`config.mk`:
```
export PLATFORM = sky130hd
export DESIGN_NAME = shared_select_ctrl
export DESIGN_NICKNAME = d
export VERILOG_FILES = /design/src/core/shared_select_pkg.sv /design/src/core/reset_sync.sv /design/src/core/shared_bank.sv /design/src/core/shared_select_ctrl.sv
export SDC_FILE = /design/constraint.sdc
export NUM_CORES = 1
export LEC_CHECK = 0
export ABC_AREA = 1
export CORE_UTILIZATION = 55
export DETAILED_ROUTE_END_ITERATION = 12
export DONT_BUFFER_PORTS = 1
export PLACE_DENSITY = 0.7
export RECOVER_POWER = 100
export SYNTH_ARGS = -nofsm -noshare
export SYNTH_HDL_FRONTEND = slang
export SYNTH_SLANG_ARGS = --single-unit
export TNS_END_PERCENT = 5
```
`constraint.sdc`:
```
create_clock -name I_CORE_CLK -period 10.8 [get_ports I_CORE_CLK]
set_clock_uncertainty 0.15 [all_clocks]
set_input_delay 1.08 -clock I_CORE_CLK [delete_from_list [all_inputs] [get_ports I_CORE_CLK]]
set_output_delay 1.08 -clock I_CORE_CLK [all_outputs]
set_load 0.01 [all_outputs]
```
`src/core/shared_select_pkg.sv`:
```
package shared_select_pkg;
  // ****************************************
  // register offsets (byte addresses)
  // ****************************************
  localparam logic [5:0] CTRL_OFFSET = 6'h00;
  localparam logic [5:0] IRQ_STATUS_OFFSET = 6'h04;
  localparam logic [5:0] IRQ_MASK_OFFSET = 6'h08;
  localparam logic [5:0] SHARED_BASE_OFFSET = 6'h20;
  // ****************************************
  // control register fields
  // ****************************************
  localparam int LOW_POWER_BIT = 7;
  localparam int LOW_VOLTAGE_BIT = 6;
  localparam int SELECT_BIT = 4;
  localparam int WATCHDOG_BIT = 0;
  localparam logic [7:0] CTRL_WRITE_MASK = 8'h91;
  localparam logic [7:0] CTRL_RESET = 8'h00;
  // ****************************************
  // interrupt status fields
  // ****************************************
  localparam int IRQ_WIDTH = 2;
  localparam int IRQ_LV_FALL_BIT = 0;
  localparam int IRQ_LV_RISE_BIT = 1;
  localparam logic [IRQ_WIDTH-1:0] IRQ_RESET = 2'h0;
  // ****************************************
  // overlaid register bank
  // ****************************************
  localparam int SHARED_COUNT = 7;
  localparam logic [7:0] SHARED_RESET = 8'h00;
  localparam logic [31:0] UNMAPPED_READ = 32'h00000000;
endpackage

```
`src/core/reset_sync.sv`:
```
module reset_sync
  import shared_select_pkg::*;
(
  // clock and raw reset
  input wire logic i_clk,
  input wire logic i_nrst,
  // synchronised reset
  output logic o_nrst
);
  logic stage1;
  logic stage2;
  always_ff @(posedge i_clk or negedge i_nrst)
  begin
    if (!i_nrst)
    begin
      stage1 <= 1'b0;
      stage2 <= 1'b0;
    end
    else
    begin
      stage1 <= 1'b1;
      stage2 <= stage1;
    end
  end
  assign o_nrst = stage2;
endmodule

```
`src/core/shared_bank.sv`:
```
module shared_bank
  import shared_select_pkg::*;
#(
  parameter int COUNT = SHARED_COUNT
)
(
  // clock and reset
  input wire logic i_clk,
  input wire logic i_nrst,
  // access port
  input wire logic i_sel,
  input wire logic [$clog2(COUNT)-1:0] i_index,
  input wire logic i_write,
  input wire logic [7:0] i_wdata,
  // read data
  output logic [7:0] o_rdata
);
  logic [7:0] legacy_reg [COUNT];
  logic [7:0] alt_reg [COUNT];
  // ****************************************
  // two physical registers per overlaid address
  // ****************************************
  genvar g;
  generate
    for (g = 0; g < COUNT; g++)
    begin : gen_pair
      always_ff @(posedge i_clk or negedge i_nrst)
      begin
        if (!i_nrst)
        begin
          legacy_reg[g] <= SHARED_RESET;
          alt_reg[g] <= SHARED_RESET;
        end
        else if (i_write && i_index == g)
        begin
          if (i_sel)
          begin
            alt_reg[g] <= i_wdata;
          end
          else
          begin
            legacy_reg[g] <= i_wdata;
          end
        end
      end
    end
  endgenerate
  // select alone steers the read
  assign o_rdata = i_sel ? alt_reg[i_index] : legacy_reg[i_index];
endmodule

```
`src/core/shared_select_ctrl.sv`:
```
// Operation
// - select bit routes overlaid addresses to alternate
// - bit 6 reads live core supply flag
// - bits 5 and 3..1 read zero
// - bit 7 low-power enable, r/w, reset zero
// - bit 0 watchdog enable, r/w, reset zero
// - overlaid addresses decoded by select bit only
// - select bit changes only on software write or reset
//
// The Avalon-MM slave port and the address map were left to the implementer.
module shared_select_ctrl
  import shared_select_pkg::*;
#(
  parameter int COUNT = SHARED_COUNT
)
(
  // clock and reset
  input wire logic I_CORE_CLK,
  input wire logic I_NRST,
  // avalon-mm slave
  input wire logic [5:0] I_ADDRESS,
  input wire logic I_READ,
  input wire logic I_WRITE,
  input wire logic [31:0] I_WRITEDATA,
  input wire logic [3:0] I_BYTEENABLE,
  output logic [31:0] O_READDATA,
  output logic O_WAITREQUEST,
  // core supply comparator
  input wire logic I_CORE_SUPPLY_OK,
  // control outputs
  output logic O_REGULATOR_LOW_POWER_ENABLE,
  output logic O_SOFT_WATCHDOG_ENABLE,
  output logic O_SHARED_ADDRESS_SELECT,
  // interrupt
  output logic O_IRQ
);
  logic nrst;
  logic ack;
  logic regulator_low_power_enable;
  logic shared_address_select;
  logic soft_watchdog_enable;
  logic supply_prev;
  logic [IRQ_WIDTH-1:0] irq_status;
  logic [IRQ_WIDTH-1:0] irq_mask;
  logic [IRQ_WIDTH-1:0] irq_event;
  logic [7:0] ctrl_value;
  logic [7:0] bank_rdata;
  logic [5:0] bank_offset;
  logic bank_hit;
  logic [$clog2(COUNT)-1:0] bank_index;
  logic access;
  logic wr_ctrl;
  logic wr_status;
  logic wr_mask;
  logic [31:0] next_readdata;
  // ****************************************
  // reset release
  // ****************************************
  reset_sync u_reset_sync
  (
    .i_clk(I_CORE_CLK),
    .i_nrst(I_NRST),
    .o_nrst(nrst)
  );
  // ****************************************
  // bus decode
  // ****************************************
  assign access = (I_READ || I_WRITE) && !ack;
  assign bank_offset = I_ADDRESS - SHARED_BASE_OFFSET;
  assign bank_hit = (I_ADDRESS >= SHARED_BASE_OFFSET) && (I_ADDRESS[1:0] == 2'h0)
    && (bank_offset[5:2] < 4'(COUNT));
  assign bank_index = bank_offset[$clog2(COUNT)+1:2];
  assign wr_ctrl = access && I_WRITE && I_BYTEENABLE[0] && I_ADDRESS == CTRL_OFFSET;
  assign wr_status = access && I_WRITE && I_BYTEENABLE[0] && I_ADDRESS == IRQ_STATUS_OFFSET;
  assign wr_mask = access && I_WRITE && I_BYTEENABLE[0] && I_ADDRESS == IRQ_MASK_OFFSET;
  // one wait cycle, then the answer
  assign O_WAITREQUEST = (I_READ || I_WRITE) && !ack;
  always_ff @(posedge I_CORE_CLK or negedge nrst)
  begin
    if (!nrst)
    begin
      ack <= 1'b0;
    end
    else
    begin
      ack <= access;
    end
  end
  // ****************************************
  // control register
  // ****************************************
  always_ff @(posedge I_CORE_CLK or negedge nrst)
  begin
    if (!nrst)
    begin
      regulator_low_power_enable <= CTRL_RESET[LOW_POWER_BIT];
      shared_address_select <= CTRL_RESET[SELECT_BIT];
      soft_watchdog_enable <= CTRL_RESET[WATCHDOG_BIT];
    end
    else if (wr_ctrl)
    begin
      // only writable bits are stored; others are discarded
      regulator_low_power_enable <= I_WRITEDATA[LOW_POWER_BIT];
      shared_address_select <= I_WRITEDATA[SELECT_BIT];
      soft_watchdog_enable <= I_WRITEDATA[WATCHDOG_BIT];
    end
  end
  always_comb
  begin
    ctrl_value = 8'h00;
    ctrl_value[LOW_POWER_BIT] = regulator_low_power_enable;
    ctrl_value[LOW_VOLTAGE_BIT] = I_CORE_SUPPLY_OK;
    ctrl_value[SELECT_BIT] = shared_address_select;
    ctrl_value[WATCHDOG_BIT] = soft_watchdog_enable;
  end
  // ****************************************
  // overlaid registers
  // ****************************************
  shared_bank #(
    .COUNT(COUNT)
  ) u_shared_bank
  (
    .i_clk(I_CORE_CLK),
    .i_nrst(nrst),
    .i_sel(shared_address_select),
    .i_index(bank_index),
    .i_write(access && I_WRITE && I_BYTEENABLE[0] && bank_hit),
    .i_wdata(I_WRITEDATA[7:0]),
    .o_rdata(bank_rdata)
  );
  // ****************************************
  // interrupts
  // ****************************************
  always_ff @(posedge I_CORE_CLK or negedge nrst)
  begin
    if (!nrst)
    begin
      supply_prev <= 1'b1;
    end
    else
    begin
      supply_prev <= I_CORE_SUPPLY_OK;
    end
  end
  always_comb
  begin
    irq_event = '0;
    irq_event[IRQ_LV_FALL_BIT] = supply_prev && !I_CORE_SUPPLY_OK;
    irq_event[IRQ_LV_RISE_BIT] = !supply_prev && I_CORE_SUPPLY_OK;
  end
  always_ff @(posedge I_CORE_CLK or negedge nrst)
  begin
    if (!nrst)
    begin
      irq_status <= IRQ_RESET;
    end
    else if (wr_status)
    begin
      irq_status <= (irq_status & ~I_WRITEDATA[IRQ_WIDTH-1:0]) | irq_event;
    end
    else
    begin
      irq_status <= irq_status | irq_event;
    end
  end
  always_ff @(posedge I_CORE_CLK or negedge nrst)
  begin
    if (!nrst)
    begin
      irq_mask <= IRQ_RESET;
    end
    else if (wr_mask)
    begin
      irq_mask <= I_WRITEDATA[IRQ_WIDTH-1:0];
    end
  end
  assign O_IRQ = |(irq_status & irq_mask);
  // ****************************************
  // read data
  // ****************************************
  always_comb
  begin
    next_readdata = UNMAPPED_READ;
    if (I_ADDRESS == CTRL_OFFSET)
    begin
      next_readdata = {24'h000000, ctrl_value};
    end
    else if (I_ADDRESS == IRQ_STATUS_OFFSET)
    begin
      next_readdata = {{(32-IRQ_WIDTH){1'b0}}, irq_status};
    end
    else if (I_ADDRESS == IRQ_MASK_OFFSET)
    begin
      next_readdata = {{(32-IRQ_WIDTH){1'b0}}, irq_mask};
    end
    else if (bank_hit)
    begin
      next_readdata = {24'h000000, bank_rdata};
    end
  end
  always_ff @(posedge I_CORE_CLK or negedge nrst)
  begin
    if (!nrst)
    begin
      O_READDATA <= 32'h00000000;
    end
    else if (access && I_READ)
    begin
      O_READDATA <= next_readdata;
    end
  end
  // ****************************************
  // control outputs
  // ****************************************
  assign O_REGULATOR_LOW_POWER_ENABLE = regulator_low_power_enable;
  assign O_SOFT_WATCHDOG_ENABLE = soft_watchdog_enable;
  assign O_SHARED_ADDRESS_SELECT = shared_address_select;
endmodule

```
# Word-level counts from Yosys, hierarchy flattened
# Index checks and enable logic that the tools add are counted.
[totals]
reg_bits = 155
in_bits = 47
out_inout_bits = 37
elab_cells = 96
[op_classes]
add_sub_neg = 1
magnitude_cmp = 3
n_eq_ne = 8
mux = 12
n_bitwise = 7
n_reduce_logical = 41
[op_table]
columns = ["op", "count"]
rows = [
  ["$mux W8", 8],
  ["$bmux W8 S3", 2],
  ["$mux W32", 1],
  ["$reduce_and A2 Y1", 14],
  ["$logic_and A1 B1 Y1", 19],
  ["$eq A3 B3 Y1 const B", 3],
  ["$eq A3 B2 Y1 const B", 2],
  ["$eq A6 B3 Y1 const B", 1],
  ["$eq A6 B4 Y1 const B", 1],
  ["$ge A6 B6 Y1 const B", 1],
  ["$logic_not A6 Y1", 1],
  ["$sub A6 B6 Y6 const B", 1],
  ["$and A2 B2 Y2", 2],
  ["$ge A4 B4 Y1 const B", 1],
  ["$lt A4 B3 Y1 const B", 1],
  ["$not A3 Y4", 1],
  ["$or A2 B2 Y2", 2],
  ["$eq A3 B1 Y1 const B", 1],
  ["$logic_not A1 Y1", 3],
  ["$logic_not A3 Y1", 1],
  ["$logic_not A2 Y1", 1],
  ["$mux W2", 1],
  ["$not A2 Y2", 1],
  ["$reduce_or A2 Y1", 1],
  ["2 further kinds", 2],
]

# Depth between registers and ports, before layout
[logic_depth]
ltp_word = 10
mapped_depth = 12
mapped_depth_nobuf = 10

# Modules after synthesis
# Synthesis repeated with hierarchy kept, for this count alone.
[unflattened]
cells_unflattened = 816
hier_area_um2 = 6587.6
[modules_own_cells]
columns = ["mod", "n_inst", "cells_each", "area_per_inst_um2", "seq_area_each_um2"]
rows = [
  ["shared_bank", 1, 690, 5506.5, 2802.7],
  ["shared_select_ctrl", 1, 123, 1027.2, 426.7],
  ["reset_sync", 1, 3, 53.8, 50.0],
]

# Worst setup path after synthesis
# No wires, ideal clock.
[synth_path]
path_type = "input-to-reg"
startpoint = "input I_ADDRESS[3]"
endpoint = "register u_shared_bank.alt_reg[45] (netlist bit)"
setup_ps = 133
arrival_ps = 2298
required_ps = 10517
setup_slack_ps = 8219
stages = 11
n_path_buf = 3
path_cell_list = "buf_6 nand2_4 inv_2 a21oi_4 inv_2 nor2_4 buf_12 nand4_4 buf_6 nand2_1 o21ai_0"
[synth_between]
elab_chain_len = 6
word_cells_on_any_way = 9
classes_between = "add/sub (1); order compare (2); eq/ne (1); reduce/logical (5)"
[synth_lines]
columns = ["item", "line", "rtl"]
rows = [
  ["start, declared", "shared_select_ctrl.sv:21", "input wire logic [5:0] I_ADDRESS,"],
  ["$sub A6 B6 Y6 / $ge A6 B6 Y1 (equally long branches)", "shared_select_ctrl.sv:69, shared_select_ctrl.sv:70", ""],
  ["$lt A4 B3 Y1 / $logic_and A1 B1 Y1 (equally long branches)", "shared_select_ctrl.sv:71, shared_select_ctrl.sv:70", ""],
  ["$logic_and A1 B1 Y1", "shared_select_ctrl.sv:71", "&& (bank_offset[5:2] < 4'(COUNT));"],
  ["$logic_and A1 B1 Y1", "shared_select_ctrl.sv:127", ".i_write(access && I_WRITE && I_BYTEENABLE[0] && bank_hit),"],
  ["$logic_and A1 B1 Y1 *", "shared_bank.sv:34", "else if (i_write && i_index == g)"],
  ["$reduce_and A2 Y1 (no line) *", "--", ""],
  ["end signal, assigned by index", "shared_bank.sv:38", "alt_reg[g] <= i_wdata;"],
  ["end, declared", "shared_bank.sv:19", "logic [7:0] alt_reg [COUNT];"],
]
# Every way passes the cells marked *; elsewhere a longest branch is shown, timed or not.
# A chain may end at the register's enable or synchronous reset.

==> flow_summary_export.csv <==
group,metric,value,unit
run_status,status,"finished, violations left",
run_status,violations,"max-capacitance violations, max-slew violations",
die,pin_count,84,
logic_synthesis,synth_fa_ha_area_frac,0,
detailed_routing,totalWireLength,15.38,mm
critical_path,crit_start,"u_reset_sync.o_nrst",
die,initial_core_util,0.5691,
global_routing,grt_pass1_wl,24.68,mm
die,rows,38,
critical_path,cp_slowest_cell,"clkbuf_1",
clocking,postCtsHoldBufs,0,
critical_path,path_cells,"clkbuf_1",
detailed_routing,vias,5028,
sta,hold_violations,0,
pwr,ir_worst_vdd,102.6,uV
critical_path,critical_path_depth,1,
critical_path,critical-path-top-delay-family,"buffers and inverters",
sta,period_share,0.5114,
critical_path,arrival,5070,ps
global_routing,grt_max_degree,69,
sta,timing.slew.headroom,-1.389,
pwr,leakagePower,3.087,nW
die,core_area,0.01094,mm2
sta,min_period,5523,ps
logic_synthesis,synth_edf_count,0,
detailed_routing,wl_per_cell,17.84,um
critical_path,cp-endpoint,"O_SHARED_ADDRESS_SELECT",
critical_path,crit_path_max_fanout,68,
clocking,numCtsBuffers,17,
layout,n_fill_cell,988,
layout,drive_above_1_share,0.04986,
logic_synthesis,async_flop_share,1.000,
critical_path,criticalPathCategory,"flip-flop to async pin",
critical_path,crit_path_max_incr_delay,2630,ps
sta,setup_tns,0,ps
clocking,clk_path_buf_depth,2,
critical_path,r2r-start,"u_reset_sync.o_nrst",
logic_synthesis,synth-seq-area-share,0.5269,
placement,placed_area,0.006097,mm2
sta,slew_violations,132,
placement,hpwlAfterDp,9.430,mm
detailed_routing,drtPass1Iterations,5,
clocking,htreeDepth,4,
critical_path,start_kind,"flip-flop",
critical_path,rr_worst_depth,1,
detailed_routing,final_antenna_net_count,0,
critical_path,worstPathRequired,10350,ps
clocking,cts_setup_buffers,0,
logic_synthesis,ys_ff_latch,131,
critical_path,r2r_slack,5280,ps
sta,fmax,181.1,MHz
layout,diodes,0,
clocking,clk_latency,420,ps
detailed_routing,viasPerCell,5.833,
logic_synthesis,synthMuxAreaShare,0,
global_routing,grt_antenna_before_repair,0,
critical_path,end_kind,"async pin",
logic_synthesis,synth.avg_cell_area,8.525,um2
clocking,cts_sinks,131,
critical_path,worstReg2RegEnd,"O_SHARED_ADDRESS_SELECT",
die,die_area,0.01175,mm2
clocking,clk_pin_slew,50,ps
die,floorplan.die.height,108.4,um
logic_synthesis,synth_ff_type,"dfrtp_1",
detailed_routing,drt_iter0_drc,513,
global_routing,grtUsageTotal,0.2866,
global_routing,grt_pass1_vias,4636,
logic_synthesis,yosys_warnings,0,
sta,setup_viol,0,
layout,area_growth,4.323,%
pwr,cellPowerDensity,177.2,mW/mm2
clocking,cts_tree,"built",
placement,port_buffers,0,
hold_path,hold_class,"flip-flop to flip-flop",
layout,final_cell_area,0.006492,mm2
logic_synthesis,synth_simple_gate_area_frac,0.2366,
logic_synthesis,synth_xor_xnor_area_share,0,
logic_synthesis,syn-cell-area,0.006223,mm2
sta,worstMarginPinSlew,3583,ps
flow_run,cap_violations,2,
logic_synthesis,synth_top_family_by_area,"simple AND/OR/NAND/NOR gates",
placement,gp_congestion,0.8551,
clocking,cts_root_buf,"clkbuf_16",
logic_synthesis,synth_cell_types,33,
layout,nets,757,
logic_synthesis,synth_compound_area_frac,0.1458,
detailed_routing,drc,0,
clocking,post_cts_resized,0,
die,die_w,108.4,um
pwr,p_total,1.150,mW
critical_path,worst-path-buf-inv,1,
global_routing,grt_overflow,0,
logic_synthesis,syn-instance-count,730,
sta,rsz0062_at_grt,"false",
-- stage by stage --
| step | hold WS, ps | setup WS [ps] | util | instances |
|---|---|---|---|---|
| floorplan | 181.2 | 6732 | - | 753 |
| global placement | 187.0 | 7253 | 0.5576 | 831 |
| detailed placement | 188.9 | 7131 | 0.5576 | 831 |
| CTS | 195.5 | 7563 | 0.6095 | 862 |
| global route | 193.9 | 4179 | 0.5937 | 862 |
| finish | 197.5 | 5277 | 0.5937 | 862 |
-- where the power goes --
part           leakage (nW)  internal, mW  switching, mW
registers              1.79         0.508         0.0148
logic                  1.01        0.0200         0.0582
clock network         0.283         0.351          0.199
-- worst min path at each step --
stage,slack (ps),cells past startpoint,endpoint,start
after floorplan,180,0,u_reset_sync.o_nrst,u_reset_sync.stage1
after global placement,190,0,u_reset_sync.o_nrst,u_reset_sync.stage1
after detailed placement,190,0,u_reset_sync.o_nrst,u_reset_sync.stage1
after CTS,200,0,u_reset_sync.o_nrst,I_NRST
after global routing,190,0,u_reset_sync.stage1,I_NRST
final,200,0,u_reset_sync.o_nrst,u_reset_sync.stage1
-- placed cells by master (no fill, tap or decap) --
master,count
clkinv_1,3
o21ai_0,130
o2111ai_1,7
nor2_1,63
nor3_1,4
nand3_1,34
nand4_1,11
a22oi_1,2
dfstp_2,1
o31ai_1,1
o211ai_1,5
conb_1,25
clkbuf_8,6
clkbuf_1,6
nand3b_1,1
a21oi_1,12
dfrtp_1,130
clkbuf_16,17
nand2_1,205
inv_1,37
or2_2,8
clkinv_2,3
o22ai_1,9
bufinv_16,1
o21a_1,1
-- cell type report --
class / count / area (um2) / share of cell area
clock inverters: 4 / 45.04 / 0.006938
repair buffers: 2 / 7.507 / 0.001156
multi-input cells: 518 / 2312 / 0.3561
flip-flops and latches: 131 / 3279 / 0.5051
well taps: 140 / 175.2 / 0.02698
clock buffers: 27 / 523.0 / 0.08056
inverters: 40 / 150.1 / 0.02313
-- cells in the mapped netlist (6+ instances only) --
master	n	area, um2
a21oi_1	11	55.05
clkbuf_1	15	56.30
nand3_1	28	140.1
inv_1	36	135.1
nand3_4	6	105.1
buf_2	18	90.09
o21ai_0	129	645.6
o2111ai_1	7	61.31
buf_4	24	180.2
nand4_1	7	43.79
dfrtp_1	130	3253
or2_2	8	50.05
o22ai_1	9	56.30
nor2_1	62	232.7
nand2_1	204	765.7
-- layer usage --
metal	share of wire	track usage	vias to the layer above
li1	-	-	2304
met1	0.44	0.3853	2434
met2	0.45	0.4377	250
met3	0.069	0.05847	40
met4	0.038	0.1535	0
met5	0	0	-
-- kinds of logic (layout without fill, tap and decap cells) --
| logic type | Yosys count | count (layout) |
|---|---|---|
| buffers and inverters | 104 | 73 |
| and+or+nand+nor | 326 | 326 |
| AOI/OAI and AO/OA | 167 | 167 |
| DFF | 131 | 131 |
| other | 2 | 25 |
Power figures use the tool's default switching activity.
